[src/common/cacm_map.svh]
`ifndef CACM_MAP_SVH
`define CACM_MAP_SVH
// Compare value low bytes, modules 0 to 5
`define CACM_CPL0 8'hfb
`define CACM_CPL1 8'he9
`define CACM_CPL2 8'heb
`define CACM_CPL3 8'hed
`define CACM_CPL4 8'hfd
`define CACM_CPL5 8'hd2
// Compare value high bytes, modules 0 to 5
`define CACM_CPH0 8'hfc
`define CACM_CPH1 8'hea
`define CACM_CPH2 8'hec
`define CACM_CPH3 8'hee
`define CACM_CPH4 8'hfe
`define CACM_CPH5 8'hd3
// Mode control registers, modules 0 to 5
`define CACM_CPM0 8'hda
`define CACM_CPM1 8'hdb
`define CACM_CPM2 8'hdc
`define CACM_CPM3 8'hdd
`define CACM_CPM4 8'hde
`define CACM_CPM5 8'hce
// Counter mode register holding the six capture/compare flags
`define CACM_FLAGS 8'hd8
// Reset values
`define CACM_RST_BYTE 8'h00
`define CACM_RST_FLAGS 6'h00
`define CACM_RST_PINS 6'h00
`endif

[src/common/cacm_pkg.sv]
package cacm_pkg;
  // Per-module mode control byte, bit 7 down to bit 0
  typedef struct packed {
    logic wide_pwm_select;
    logic comparator_function_enable;
    logic capture_pos_enable;
    logic capture_neg_enable;
    logic match_flag_enable;
    logic toggle_enable;
    logic pwm_mode_enable;
    logic flag_interrupt_enable;
  } cacm_mode_t;

  // Effective function of a module's output logic
  typedef enum logic [2:0] {
    CACM_FN_IDLE = 3'b000,
    CACM_FN_CMP = 3'b001,
    CACM_FN_PWM8 = 3'b010,
    CACM_FN_PWM16 = 3'b011,
    CACM_FN_FREQ = 3'b100
  } cacm_fn_t;

  // Kind of register an address selects
  typedef enum logic [1:0] {
    CACM_K_LOW = 2'b00,
    CACM_K_HIGH = 2'b01,
    CACM_K_MODE = 2'b10,
    CACM_K_FLAGS = 2'b11
  } cacm_kind_t;

  // Decoded register address
  typedef struct packed {
    logic hit;
    cacm_kind_t kind;
    logic [2:0] idx;
  } cacm_sel_t;
endpackage : cacm_pkg

[src/design/cacm_top.sv]
// Summary of operation
// [RQ1] With match enable set, a counter match sets the module's flag.
// [RQ2] With toggle enable set, each counter match inverts the module's output pin.
// [RQ3] Toggle and PWM enables both set select frequency output mode.
// [RQ4] PWM enable alone drives a pulse-width-modulated waveform on the output pin.
// [RQ5] Wide PWM select clear gives 8-bit PWM, set gives 16-bit PWM.
// [RQ6] Each module has a read-write low byte of its compare value.
// [RQ7] Each module has a read-write high byte; both bytes reset to zero.
// [RQ8] Comparison, match, toggle and PWM act only while comparator enable is set.
// [RQ9] Flag interrupt enable lets a set flag raise the interrupt request.
`include "cacm_map.svh"

module cacm_top (
  input wire logic clk_sys_i,           // System clock
  input wire logic rst_n_i,             // Asynchronous reset, active low
  input wire logic [15:0] count_i,      // Shared counter value
  input wire logic count_step_i,        // Counter took a new value this cycle
  input wire logic [7:0] sfr_addr_i,    // Register address
  input wire logic sfr_wr_i,            // Register write strobe
  input wire logic [7:0] sfr_wdata_i,   // Register write data
  input wire logic sfr_rd_i,            // Register read strobe
  output logic [7:0] sfr_rdata_o,       // Read data, one cycle after strobe
  output logic [5:0] module_output_pin_o, // Module output pins
  output logic irq_o                    // Interrupt request, active high
);
  localparam int NMOD = 6;

  // Address decode shared by writes and reads
  function automatic cacm_pkg::cacm_sel_t sel_decode(input logic [7:0] a);
    cacm_pkg::cacm_sel_t s;
    s = '{hit: 1'b1, kind: cacm_pkg::CACM_K_LOW, idx: 3'h0};
    case (a)
      `CACM_CPL0: s.idx = 3'h0;
      `CACM_CPL1: s.idx = 3'h1;
      `CACM_CPL2: s.idx = 3'h2;
      `CACM_CPL3: s.idx = 3'h3;
      `CACM_CPL4: s.idx = 3'h4;
      `CACM_CPL5: s.idx = 3'h5;
      `CACM_CPH0: s = '{1'b1, cacm_pkg::CACM_K_HIGH, 3'h0};
      `CACM_CPH1: s = '{1'b1, cacm_pkg::CACM_K_HIGH, 3'h1};
      `CACM_CPH2: s = '{1'b1, cacm_pkg::CACM_K_HIGH, 3'h2};
      `CACM_CPH3: s = '{1'b1, cacm_pkg::CACM_K_HIGH, 3'h3};
      `CACM_CPH4: s = '{1'b1, cacm_pkg::CACM_K_HIGH, 3'h4};
      `CACM_CPH5: s = '{1'b1, cacm_pkg::CACM_K_HIGH, 3'h5};
      `CACM_CPM0: s = '{1'b1, cacm_pkg::CACM_K_MODE, 3'h0};
      `CACM_CPM1: s = '{1'b1, cacm_pkg::CACM_K_MODE, 3'h1};
      `CACM_CPM2: s = '{1'b1, cacm_pkg::CACM_K_MODE, 3'h2};
      `CACM_CPM3: s = '{1'b1, cacm_pkg::CACM_K_MODE, 3'h3};
      `CACM_CPM4: s = '{1'b1, cacm_pkg::CACM_K_MODE, 3'h4};
      `CACM_CPM5: s = '{1'b1, cacm_pkg::CACM_K_MODE, 3'h5};
      `CACM_FLAGS: s = '{1'b1, cacm_pkg::CACM_K_FLAGS, 3'h0};
      default: s.hit = 1'b0;
    endcase
    return s;
  endfunction : sel_decode

  // Effective output function from a mode byte
  function automatic cacm_pkg::cacm_fn_t fn_decode(input cacm_pkg::cacm_mode_t m);
    cacm_pkg::cacm_fn_t f;
    f = cacm_pkg::CACM_FN_CMP;
    if (!m.comparator_function_enable) begin
      f = cacm_pkg::CACM_FN_IDLE;
    end else if (m.toggle_enable && m.pwm_mode_enable) begin
      f = cacm_pkg::CACM_FN_FREQ;
    end else if (m.pwm_mode_enable) begin
      f = m.wide_pwm_select ? cacm_pkg::CACM_FN_PWM16 : cacm_pkg::CACM_FN_PWM8;
    end
    return f;
  endfunction : fn_decode

  logic [7:0] cpl_r [NMOD];
  logic [7:0] cpl_nxt [NMOD];
  logic [7:0] cph_r [NMOD];
  logic [7:0] cph_nxt [NMOD];
  cacm_pkg::cacm_mode_t mode_r [NMOD];
  cacm_pkg::cacm_mode_t mode_nxt [NMOD];
  logic [NMOD-1:0] flag_r;
  logic [NMOD-1:0] flag_nxt;
  logic [NMOD-1:0] pin_r;
  logic [NMOD-1:0] pin_nxt;
  logic [NMOD-1:0] ien_nxt;
  logic [7:0] rdata_r;
  logic [7:0] rdata_nxt;
  logic irq_r;
  logic irq_nxt;
  cacm_pkg::cacm_sel_t sel;
  cacm_pkg::cacm_fn_t fn [NMOD];
  logic [NMOD-1:0] match16;
  logic [NMOD-1:0] match8;

  assign sel = sel_decode(sfr_addr_i);

  // Per-module comparators, live only on a counter step
  genvar g;
  generate
    for (g = 0; g < NMOD; g++) begin : g_cmp
      assign fn[g] = fn_decode(mode_r[g]);
      assign match16[g] = mode_r[g].comparator_function_enable && count_step_i &&
                          (count_i == {cph_r[g], cpl_r[g]}); // RQ8
      assign match8[g] = mode_r[g].comparator_function_enable && count_step_i &&
                         (count_i[7:0] == cpl_r[g]); // RQ8
    end
  endgenerate

  // Next state of compare values, modes, flags and pins
  always_comb begin
    cpl_nxt = cpl_r;
    cph_nxt = cph_r;
    mode_nxt = mode_r;
    pin_nxt = pin_r;
    flag_nxt = flag_r;
    // Writing zero clears a flag, writing one leaves it
    if (sfr_wr_i && sel.hit && sel.kind == cacm_pkg::CACM_K_FLAGS) begin
      flag_nxt = flag_r & sfr_wdata_i[NMOD-1:0];
    end
    for (int i = 0; i < NMOD; i++) begin
      case (fn[i])
        cacm_pkg::CACM_FN_CMP: begin
          if (match16[i] && mode_r[i].toggle_enable) begin
            pin_nxt[i] = ~pin_r[i]; // RQ2
          end
        end
        cacm_pkg::CACM_FN_PWM8: begin
          pin_nxt[i] = (count_i[7:0] >= cpl_r[i]); // RQ4 RQ5
        end
        cacm_pkg::CACM_FN_PWM16: begin
          pin_nxt[i] = (count_i >= {cph_r[i], cpl_r[i]}); // RQ4 RQ5
        end
        cacm_pkg::CACM_FN_FREQ: begin
          if (match8[i]) begin
            pin_nxt[i] = ~pin_r[i]; // RQ3
            cpl_nxt[i] = 8'(cpl_r[i] + cph_r[i]); // RQ3
          end
        end
        default: begin
          pin_nxt[i] = pin_r[i]; // RQ8
        end
      endcase
      // Hardware set wins over a clear in the same cycle
      if (match16[i] && mode_r[i].match_flag_enable) begin
        flag_nxt[i] = 1'b1; // RQ1
      end
    end
    // Software writes to value and mode bytes
    if (sfr_wr_i && sel.hit && sel.idx < 3'(NMOD)) begin
      case (sel.kind)
        cacm_pkg::CACM_K_LOW: cpl_nxt[sel.idx] = sfr_wdata_i; // RQ6
        cacm_pkg::CACM_K_HIGH: cph_nxt[sel.idx] = sfr_wdata_i; // RQ7
        cacm_pkg::CACM_K_MODE: mode_nxt[sel.idx] = cacm_pkg::cacm_mode_t'(sfr_wdata_i);
        default: ;
      endcase
    end
  end

  // Registers, all clear at reset
  always_ff @(posedge clk_sys_i or negedge rst_n_i) begin
    if (!rst_n_i) begin
      for (int i = 0; i < NMOD; i++) begin
        cpl_r[i] <= `CACM_RST_BYTE; // RQ6
        cph_r[i] <= `CACM_RST_BYTE; // RQ7
        mode_r[i] <= cacm_pkg::cacm_mode_t'(`CACM_RST_BYTE);
      end
      flag_r <= `CACM_RST_FLAGS;
      pin_r <= `CACM_RST_PINS;
    end else begin
      cpl_r <= cpl_nxt;
      cph_r <= cph_nxt;
      mode_r <= mode_nxt;
      flag_r <= flag_nxt;
      pin_r <= pin_nxt;
    end
  end

  // Read data and interrupt request
  always_comb begin
    rdata_nxt = `CACM_RST_BYTE;
    for (int i = 0; i < NMOD; i++) begin
      ien_nxt[i] = mode_nxt[i].flag_interrupt_enable;
    end
    irq_nxt = |(flag_nxt & ien_nxt); // RQ9
    if (sfr_rd_i && sel.hit) begin
      case (sel.kind)
        cacm_pkg::CACM_K_LOW: rdata_nxt = (sel.idx < 3'(NMOD)) ? cpl_r[sel.idx] : 8'h00;
        cacm_pkg::CACM_K_HIGH: rdata_nxt = (sel.idx < 3'(NMOD)) ? cph_r[sel.idx] : 8'h00;
        cacm_pkg::CACM_K_MODE: rdata_nxt = (sel.idx < 3'(NMOD)) ? 8'(mode_r[sel.idx]) : 8'h00;
        default: rdata_nxt = {2'h0, flag_r};
      endcase
    end
  end

  always_ff @(posedge clk_sys_i or negedge rst_n_i) begin
    if (!rst_n_i) begin
      rdata_r <= `CACM_RST_BYTE;
      irq_r <= 1'b0;
    end else begin
      rdata_r <= rdata_nxt;
      irq_r <= irq_nxt;
    end
  end

  assign sfr_rdata_o = rdata_r;
  assign module_output_pin_o = pin_r;
  assign irq_o = irq_r;

  // Checks per module
  generate
    for (g = 0; g < NMOD; g++) begin : g_chk

    end
  endgenerate
endmodule : cacm_top

[config.mk]
export PLATFORM = sky130hd
export DESIGN_NAME = cacm_top
export DESIGN_NICKNAME = d
export VERILOG_FILES = /design/src/common/cacm_pkg.sv /design/src/design/cacm_top.sv
export VERILOG_INCLUDE_DIRS = /design/src /design/src/common
export SDC_FILE = /design/constraint.sdc
export NUM_CORES = 1
export LEC_CHECK = 0
export ABC_CLOCK_PERIOD_IN_PS = 3000
export BUFFER_PORTS_ARGS = -buffer_cell sky130_fd_sc_hd__buf_2
export CAP_MARGIN = 10
export CORE_UTILIZATION = 40
export CTS_BUF_LIST = sky130_fd_sc_hd__clkbuf_8
export DETAILED_ROUTE_END_ITERATION = 10
export GPL_TIMING_DRIVEN = 0
export PLACE_DENSITY_LB_ADDON = 0.15
export SLEW_MARGIN = 20
export SYNTH_ARGS = -nofsm -noshare
export SYNTH_HDL_FRONTEND = slang
export SYNTH_SLANG_ARGS = --single-unit
[constraint.sdc]
create_clock -name clk_sys_i -period 3 [get_ports clk_sys_i]
set_clock_uncertainty 0.1 [all_clocks]
set_input_delay 0.3 -clock clk_sys_i [delete_from_list [all_inputs] [get_ports clk_sys_i]]
set_output_delay 0.3 -clock clk_sys_i [all_outputs]
set_load 0.02 [all_outputs]
Yosys cells after proc, flatten, opt, wreduce, memory -nomap -nowiden
Cells that the tools add are included.
- memories: 0
- memory bits (writable): 0
- bits in read-only memories: 0
- bits in latches: 0
- bits of input ports: 37
- flip-flop bits (word level): 165
- div/mod/pow operators: 0
- reductions and logical operators: 65
- mux-type cells: 87
- magnitude comparators: 15
- shift operators: 0
- multipliers: 0
- add/subtract/negate cells: 6
- bitwise gates (word level): 9
- equal/unequal tests: 70
- operator list (kind ; number):
    8-bit two-way mux ; 23
    8-bit equality test, second input constant ; 19
    48-bit bitwise mux ; 3
    16-bit equality test ; 6
    16-bit greater-or-equal comparator ; 6
    48-bit two-way mux ; 2
    41-bit two-way mux ; 2
    8-bit binary-select mux with 3-bit select ; 3
    8-bit adder ; 6
    8-bit equality test ; 6
    8-bit greater-or-equal comparator ; 6
    1-bit logical AND ; 41
    3-bit by 2-bit equality test with 1-bit output, second input constant ; 12
    3-bit two-way mux ; 12
    1-bit two-way mux ; 25
    8-bit demux with 3-bit select ; 1
    2-bit != test, second input constant ; 12
    1-bit case mux with 4 select lines ; 6
    8-bit case mux with 3 select lines ; 1
    4-bit nonzero test ; 6
    19-bit OR reduction ; 1
    3-bit by 1-bit equality test with 1-bit output, second input constant ; 6
    3-bit equality test, second input constant ; 6
    3-bit AND reduction ; 6
    16 further kinds ; 35

Depth between registers and ports, before layout
Gate-level depths: netlist of the first run.
- depth after elaboration: 13
- depth in mapped cells: 12
- depth with buffers taken out: 11

Worst setup path after synthesis of the first run
OpenSTA, ideal clock, no wires.
- path type: input to register
- start: in sfr_addr_i[4]
- end: reg irq_r (netlist: irq_o)
- library setup time: 0.124 ns
- required time: 2.776 ns
- slack: 0.336 ns
- arrival: 2.440 ns
- cell stages on the path: 10
- path buffers: 2
- cells stage by stage: buf_6 -> and2b_4 -> a21oi_2 -> a2111oi_4 -> buf_6 -> nand2_2 -> nor2_2 -> mux2_2 -> a221o_1 -> a211o_1
- RTL lines (item ; RTL line ; RTL):
    start: declaration ; cacm_top.sv:18 ; input wire logic [7:0] sfr_addr_i,
    end signal: assignment ; cacm_top.sv:197 ; irq_r <= irq_nxt;
    end: declaration ; cacm_top.sv:84 ; logic irq_r;

==> results of run 1 <==
## metrics by stage
step                hold WS, ns  TNS (ns)  setup WS, ns  power [mW]  instances
floorplan              -0.09559         0        0.3365       3.196       1345
global route            0.09574         0     0.0002676       5.815       1818
CTS                     0.04581         0       0.04231       5.583       1819
detailed placement      0.06736    -18.64       -0.3786       3.662       1786
global placement         0.3891   -236.98        -1.363       3.634       1784
finish                  0.07292         0       0.05635       5.551       1818
## metal layers
layer / GRT usage [%] / up-vias / part of all wire (%)
met4: 10.49 / 0 / 3.4
met3: 4.412 / 70 / 6.5
li1: - / 4980 / -
met5: 0 / - / 0
met1: 41.17 / 5263 / 46
met2: 46.08 / 381 / 45
## tightest hold or removal path, cell delays in order
cell	delay, ns
buf_2	0.17
nor2_1	0.12
a21oi_1	0.04
## power breakdown
| part | switching, mW | total, mW | internal (mW) | leakage [nW] |
|---|---|---|---|---|
| Sequential | 0.146 | 2.47 | 2.32 | 2.17 |
| Combinational | 0.708 | 1.17 | 0.459 | 4.22 |
| Clock | 0.987 | 1.92 | 0.929 | 0.228 |
## layout by cell type, fill, tap and decap left out, types with 7 or more instances in the layout
| cell type | instances |
|---|---|
| o21bai_1 | 11 |
| buf_2 | 57 |
| nor2b_1 | 13 |
| o221ai_1 | 27 |
| ha_1 | 138 |
| clkbuf_1 | 32 |
| a31oi_1 | 13 |
| dfrtp_1 | 165 |
| mux2i_1 | 73 |
| mux2_2 | 76 |
| xnor2_1 | 36 |
| nand2b_1 | 13 |
| nor3_1 | 22 |
| nand4_1 | 28 |
| nand3_1 | 16 |
| nand2_1 | 80 |
| nor2_1 | 100 |
| a21o_1 | 50 |
| o21ai_0 | 84 |
| a21oi_1 | 120 |
| inv_1 | 116 |
| a211oi_1 | 7 |
| clkbuf_8 | 17 |
## path summary, 6_finish.rpt
kind / from / end / slack (ns) / depth (start not counted)
hold reg to reg: mode_r[13] / mode_r[13] / 0.41 / 1
min in group asynchronous: rst_n_i / cpl_r[20] / 0.15 / 2
setup reg to reg: cpl_r[20] / cpl_r[23] / 0.14 / 8
max in group asynchronous: rst_n_i / cph_r[15] / 1.62 / 4
setup / recovery: sfr_addr_i[4] / irq_o / 0.06 / 10
hold / removal: sfr_wdata_i[7] / cpl_r[47] / 0.07 / 3
## kinds of logic after synthesis
family / synth area share (%)
DFF: 33.21
and+or+nand+nor: 12.60
xor gates and xnor gates: 2.959
muxes: 12.88
buffers and inverters: 5.707
AOI/OAI and AO/OA: 17.78
adders and majority gates: 14.86
## layout make-up
class	instances	area [sq um]	share of cell area (%)
multi-input cells	1005	7602	55.62
flip-flops and latches	165	4129	30.21
well taps	396	495.5	3.625
inverters	117	439.2	3.213
repair buffers	46	290.3	2.124
plain buffers	57	266.5	1.950
clock buffers	17	234.0	1.712
clock inverters	15	211.5	1.547
## registers in the layout, summed over array words and instances, names as in the netlist
| register | count |
|---|---|
| cpl_r | 48 |
| module_output_pin_o | 6 |
| irq_o | 1 |
| flag_r | 6 |
| sfr_rdata_o | 8 |
| cph_r | 48 |
| mode_r | 48 |
## timing repair
action	4_1_cts	5_1_grt
resized for setup	0	2
hold buffers	1	0
endpoints found under the hold margin	106	0
setup endpoints to repair	0	3
==> results_dict.tcl, run 1 <==
set metrics [dict create \
    crit_chain "buf_2 > buf_6 > nand4b_1 > nor3_1 > nor3_2 > and2_1 > nand2b_1 > nor2_2 > mux2_2 > a211o_1" \
    antenna_found_initial 0 \
    synth_top_area_share_pct 33.21 \
    routed_via_density 5.882 \
    netlist.top_cell.by_area "dfrtp_1" \
    synth_edf_count 0 \
    maxSlewHeadroom_pct 21.46 \
    status "finished clean" \
    num_antenna_cells 0 \
    yosysMostFrequentCell "dfrtp_1" \
    pin_count 52 \
    ir_drop_v 0.0002809 \
    gp_congestion 0.9772 \
    cp.buffers_inverters 2 \
    initial_utilization_pct 40.64 \
    root_buffer "clkbuf_8" \
    final_core_util_pct 44.68 \
    ant_nets 0 \
    die_y_um 178.3 \
    dominantRegCellSynth "dfrtp_1" \
    clkSinkCount 165 \
    final_cell_area_sq_um 13670 \
    p_per_area_nw_per_um2 406.1 \
    area_growth_pct 9.944 \
    hold_viol 0 \
    vias 10690 \
    wl_mm 44.98 \
    synthTopCellsByCount "165 x dfrtp_1, 138 x ha_1, 120 x a21oi_1" \
    grt-ovfl-total 0 \
    synthArstFlopShare_pct 100.0 \
    crit_fanout 10 \
    avgRoutedWirePerCell_um 24.74 \
    max_stage_delay_ns 0.62 \
    remaining_drc_errors 0 \
    tightest_slew_ns 1.178 \
    clk_pin_slew_ns 0.11 \
    clk_latency_ns 0.49 \
    cts_made_buffers 17 \
    drtPass1Iterations 5 \
    cts_tree "built" \
    critPathSlowestCell "nor3_2" \
    hpwl_mm 33.36 \
    grt_pass1_wl_mm 66.90 \
    crit_path_end_kind "register" \
    min_path_type "input port to register" \
    nets 1590 \
    port_buffers 43 \
    die_w_um 178.3 \
    crit_arrival_ns 3.20 \
    crit_family "simple AND/OR/NAND/NOR gates" \
    grt_max_degree 83 \
    dpl_cell_area_sq_um 13210 \
    drv_slew 0 \
    setup_viol 0 \
    min_period_ns 2.944 \
    grt_usage_pct 29.46 \
    htree_levels 4 \
    dieArea_sq_um 31790 \
    fill_cells 3058 \
    max_freq_mhz 339.7 \
    syn_nets 1526 \
    cp_data_required_time_ns 3.26 \
    cellLeakagePower_nw 6.618 \
    cts_setup_buffers 0 \
    grt_pass1_vias 10280 \
    ys.warnings.count 0 \
    synthesis.area_sq_um 12430 \
    start_kind "input port" \
    cts.path.max_buffers 2 \
    core_area_sq_um 30590 \
    ys_top_cells_by_area "dfrtp_1 33%, ha_1 14%, mux2_2 6.9%" \
    synth_cell_types 74 \
    synthCells 1345 \
    drt-initial-drc-count 970 \
    maxCapViolCount 0 \
    num_rows 64 \
    critical_path_class "input port to register" \
    fin_crit_sh_pct 98.12 \
    yosysSeqAreaShare_pct 33.21 \
    drive_gt1_share_pct 13.78 \
    synth-seq-cells 165 \
    synth_area_per_cell_sq_um 9.243 \
    rsz0062_at_grt "no" \
]
No activity file was read; power rests on OpenSTA's default activity.
==> run 2, diff against run 1 <==
BUFFER_PORTS_ARGS = default   (was -buffer_cell sky130_fd_sc_hd__buf_2)
DONT_BUFFER_PORTS = 1   (was default)
==> run 2 against run 1 <==
  * The flow now finishes with violations (DRC, hold timing)
  * Non-clock buffer count down 44
  * Worst hold slack got worse by 0.69 ns
  * Count of clock-buffer cells in the layout up 1
  * Largest power group unchanged
==> results_dict.tcl, run 2 (same netlist as run 1, synthesis figures left out) <==
set metrics [dict create \
    tightest_slew_ns 1.165 \
    antenna_found_initial 0 \
    area_growth_pct 7.367 \
    grt_pass1_wl_mm 66.67 \
    dpl_cell_area_sq_um 12930 \
    crit_fanout 10 \
    cts_setup_buffers 0 \
    maxCapViolCount 0 \
    grt_usage_pct 29.58 \
    timing.rr.end "cpl_r[7]" \
    root_buffer "clkbuf_8" \
    layout_common_cells "165 x dfrtp_1, 138 x ha_1, 120 x a21oi_1, 117 x inv_1, 100 x nor2_1" \
    hold_viol 165 \
    worst_r2r_path_depth 10 \
    final_common_cell "dfrtp_1" \
    num_antenna_cells 0 \
    ir_drop_v 0.0002678 \
    maxSlewHeadroom_pct 22.33 \
    port_buffers 0 \
    critical_path_class "input port to register" \
    crit_path_end_kind "register" \
    clk_latency_ns 0.51 \
    clk_pin_slew_ns 0.10 \
    cellLeakagePower_nw 6.378 \
    remaining_drc_errors 1 \
    vias 10540 \
    busiest_layer "met2" \
    start_kind "input port" \
    min_path_type "input port to async pin" \
    setup_viol 0 \
    grt_pass1_vias 10120 \
    drv_slew 0 \
    setup_tns_ns 0 \
    dieArea_sq_um 31790 \
    rsz0062_at_grt "no" \
    status "finished, violations left" \
    final_cells 1774 \
    nets 1546 \
    num_rows 64 \
    drtPass1Iterations 8 \
    seq_area_sq_um 4129 \
    holdWs_ns -0.6133 \
    avgRoutedWirePerCell_um 25.46 \
    met3_usage_pct 5.669 \
    rrSetupSlack_ns 0.18 \
    die_w_um 178.3 \
    critPathSlowestCell "nor3_2" \
    core_area_sq_um 30590 \
    hpwl_mm 32.83 \
    worstReg2RegStart "cpl_r[1]" \
    reg_top3 "cph_r: 48 flops, cpl_r: 48 flops, mode_r: 48 flops" \
    min_period_ns 2.853 \
    ctsHoldBuffers 2 \
    pin_count 52 \
    cts_tree "built" \
    wl_mm 45.17 \
    grt_max_degree 166 \
    die_y_um 178.3 \
    cp_data_required_time_ns 3.28 \
    grt.met2_usage_pct 45.70 \
    initial_utilization_pct 40.64 \
    htree_levels 4 \
    grt-ovfl-total 0 \
    final_cell_area_sq_um 13350 \
    use_met1_pct 41.08 \
    multi_input_area_sq_um 7599 \
    clkSinkCount 165 \
    drive_gt1_share_pct 10.81 \
    crit_arrival_ns 3.14 \
    routed_via_density 5.939 \
    crit_chain "buf_6 > nand4b_1 > nor3_1 > nor3_2 > and2_1 > nand2b_1 > nor2_2 > mux2_2 > a211o_1" \
    max_stage_delay_ns 0.62 \
    fill_cells 3062 \
    ant_nets 0 \
    drt-initial-drc-count 887 \
    violations "DRC, hold timing" \
    cts.path.max_buffers 2 \
    dpl.cell_count 1741 \
    fin_crit_sh_pct 95.09 \
    gp_congestion 0.9755 \
    max_freq_mhz 350.5 \
    p_per_area_nw_per_um2 391.8 \
    cts_made_buffers 17 \
]
==> run 2: cell types whose count changed in the layout (fill, tap and decap cells not counted), moves of 2 or more <==
cell,before,now
buf_16,2,0
buf_2,57,15
inv_6,6,4
clkinv_4,2,4
bufinv_16,4,2
o21ai_1,1,3
==> run 2: per-layer routing <==
metal	up-vias	wire [um]
li1	4892	-
met1	5172	20330
met2	401	20200
met3	70	3200
met4	0	1440
met5	-	0
==> run 2: per-stage QoR <==
| step | setup WS (ns) | util (%) | total power [mW] |
|---|---|---|---|
| 2_1_floorplan | 0.3365 | - | 3.196 |
| 6_report | 0.1472 | 43.64 | 5.230 |
| 3_5_place_dp | -0.2900 | 42.26 | 3.509 |
| 3_3_place_gp | -0.2618 | 42.26 | 3.488 |
| 4_1_cts | 0.03402 | 43.63 | 5.253 |
| 5_1_grt | 0.03851 | 43.64 | 5.471 |
==> run 2: power by group <==
group | total [mW] | switching (mW) | leakage (nW) | internal [mW]
Sequential | 2.48 | 0.159 | 2.17 | 2.32
Clock | 1.74 | 0.971 | 0.206 | 0.771
Combinational | 1.01 | 0.573 | 4.00 | 0.434
==> run 2: area by class of cell <==
| type | count | share of cell area, % |
|---|---|---|
| Inverter | 117 | 3.290 |
| Clock buffer | 18 | 1.856 |
| Multi-Input combinational cell | 1005 | 56.93 |
| Buffer | 57 | 1.997 |
| Sequential cell | 165 | 30.93 |
| Clock inverter | 14 | 1.134 |
| Tap cell | 396 | 3.712 |
| Timing Repair Buffer | 2 | 0.1500 |
==> run 2: worst max path at each step <==
| stage | startpoint | to | slack, ns | cells after the start |
|---|---|---|---|---|
| after floorplan | sfr_addr_i[4] | irq_o | 0.34 | 10 |
| after global placement | sfr_addr_i[4] | irq_o | -0.26 | 9 |
| after detailed placement | sfr_addr_i[4] | irq_o | -0.29 | 9 |
| after CTS | cpl_r[20] | cpl_r[23] | 0.03 | 9 |
| after global routing | cpl_r[1] | cpl_r[7] | 0.04 | 9 |
| final | sfr_addr_i[4] | irq_o | 0.15 | 9 |
==> run 2: worst max-delay path, delay by kind of cell <==
family	cells	cell delay, ns
AOI/OAI and AO/OA	1	0.31
muxes	1	0.42
and+or+nand+nor	6	1.98
buffers and inverters	1	0.12
==> run 2: repair_timing <==
item,in CTS,in global routing
gates resized for setup,0,2
setup endpoints to repair,0,4
endpoints found under the hold margin,173,165
==> run 3, diff against run 2 <==
CORE_UTILIZATION = 50   (was 40)
RECOVER_POWER = 100   (was default)
==> run 3 against run 2 <==
  * The flow finishes with violations (hold timing)
  * Clock power shrank 3%
  * Final area shrank 0.99%
  * Setup slack lost 0.10 ns
  * Maximum frequency shrank 3.5%
  * Worst hold slack gained 0.011 ns
  * Non-clock buffer count is the same
==> results_dict.tcl, run 3 (same netlist as run 1, synthesis figures left out) <==
set metrics [dict create \
    status "finished, violations left" \
    violations "hold timing" \
    power_mw 5.176 \
    setup_viol 0 \
    crit_fanout 10 \
    initial_utilization_pct 51.12 \
    ant_nets 0 \
    met3_wirelength_mm 3.171 \
    port_buffers 0 \
    max_freq_mhz 338.3 \
    root_buffer "clkbuf_8" \
    cts_setup_buffers 0 \
    gp_congestion 1.001 \
    crit_chain "buf_2 > clkbuf_1 > nand3b_1 > a21oi_1 > o21ai_1 > clkbuf_1 > o221ai_1 > a21oi_1 > o21ai_0 > a31oi_1" \
    vias 10390 \
    ctsHoldBuffers 2 \
    drtPass1Iterations 5 \
    wl_mm 41.48 \
    p_per_area_nw_per_um2 391.6 \
    num_rows 57 \
    holdWs_ns -0.6021 \
    antenna_found_initial 1 \
    cts_tree "built" \
    reg_top3 "cph_r: 48 flops, cpl_r: 48 flops, mode_r: 48 flops" \
    dieArea_sq_um 25500 \
    grt_max_degree 166 \
    layout_common_cells "165 x dfrtp_1, 138 x ha_1, 120 x a21oi_1, 116 x inv_1, 102 x nor2_1" \
    htree_levels 4 \
    hold_viol 165 \
    routed_via_density 6.105 \
    routed.top_layer "met4" \
    min_period_ns 2.956 \
    clk_pin_slew_ns 0.10 \
    grt_usage_pct 33.55 \
    internal-power_mw 3.459 \
    critPathSlowestCell "o21ai_1" \
    grt-ovfl-total 0 \
    hpwl_mm 30.72 \
    final_core_util_pct 54.34 \
    crit_path_end_kind "register" \
    wl_met1_mm 18.38 \
    grt_pass1_wl_mm 62.60 \
    avgRoutedWirePerCell_um 24.37 \
    clkPwrFrac_pct 32.7 \
    core_area_sq_um 24320 \
    cts_made_buffers 17 \
    cts.path.max_buffers 2 \
    seqPwrFrac_pct 47.8 \
    worstReg2RegStart "cph_r[33]" \
    drive_gt1_share_pct 9.942 \
    max_stage_delay_ns 0.49 \
    clk_latency_ns 0.49 \
    maxCapViolCount 0 \
    min_path_type "input port to async pin" \
    remaining_drc_errors 0 \
    maxSlewHeadroom_pct 25.11 \
    area_growth_pct 6.301 \
    drt-initial-drc-count 878 \
    final_common_cell "dfrtp_1" \
    nets 1546 \
    crit_path_start "sfr_addr_i[2]" \
    fin_crit_sh_pct 98.54 \
    drv_slew 0 \
    clkSinkCount 165 \
    rsz0062_at_grt "no" \
    critical_path_class "input port to register" \
    fill_cells 2235 \
    tightest_slew_ns 1.123 \
    start_kind "input port" \
    die_w_um 159.7 \
    grt_pass1_vias 10000 \
    power_switching_mw 1.716 \
    num_antenna_cells 0 \
    cellLeakagePower_nw 6.358 \
    wl_met2_mm 18.21 \
    die_y_um 159.7 \
    power.share.switching_pct 33.16 \
    crit_arrival_ns 3.19 \
    cp_data_required_time_ns 3.23 \
    pin_count 52 \
    ir_drop_v 0.0002665 \
    comb_power_share_pct 19.4 \
]
[run 3: worst paths after layout]
kind,to,slack (ns),cells past startpoint
min,cpl_r[36],-0.60,0
max,sfr_rdata_o[2],0.04,10
min in group clk_sys_i,flag_r[4],0.09,4
max reg2reg,cpl_r[39],0.17,9
min reg2reg,mode_r[13],0.42,1
max in group asynchronous,cph_r[5],3.06,0
[run 3: layer usage]
layer / global-route usage, % / vias to the layer above
met5: 0 / -
met4: 14.38 / 0
met3: 6.545 / 71
met2: 52.10 / 376
met1: 45.62 / 5058
li1: - / 4885
[run 3: final cells by class]
type	count	area (sq um)	area share [%]
clock inverter	14	138.9	1.051
timing repair buffer	2	20.02	0.1515
multi-input combinational	1005	7572	57.30
clock buffer	18	247.7	1.875
tap	324	405.4	3.068
sequential	165	4129	31.24
inverter	117	439.2	3.323
buffer	57	262.8	1.988
[run 3: power by group through the flow]
| stage | registers [mW] | clock network [mW] | logic, mW |
|---|---|---|---|
| final | 2.48 | 1.69 | 1.01 |
| after global routing | 2.48 | 1.79 | 1.14 |
| after CTS | 2.47 | 1.70 | 0.994 |
| after detailed placement | 2.52 | 0 | 0.984 |
| after global placement | 2.51 | 0 | 0.962 |
| after floorplan | 2.45 | 0 | 0.747 |
[run 3: timing repair]
action / CTS / global route
endpoints found under the hold margin: 169 / 165
setup endpoints to repair: 0 / 3
gates resized for setup: 0 / 2
[run 3: critical path, delay by kind of cell]
| kind | cells | cell delay, ns |
|---|---|---|
| AOI/OAI and AO/OA | 6 | 1.69 |
| buffers and inverters | 3 | 1.03 |
| and+or+nand+nor | 1 | 0.16 |
[run 3: through the flow]
step	hold slack, ns	area (sq um)	worst slack (ns)	TNS [ns]	instances
6_report	-0.6021	13220	0.04383	0	1702
3_3_place_gp	-0.08800	12840	-0.1901	-0.6152	1669
2_1_floorplan	-0.09559	12430	0.3365	0	1345
5_1_grt	-0.6314	13220	0.03193	0	1702
3_5_place_dp	-0.08610	12840	-0.1469	-0.5374	1669
4_1_cts	-0.6094	13240	0.07764	0	1703
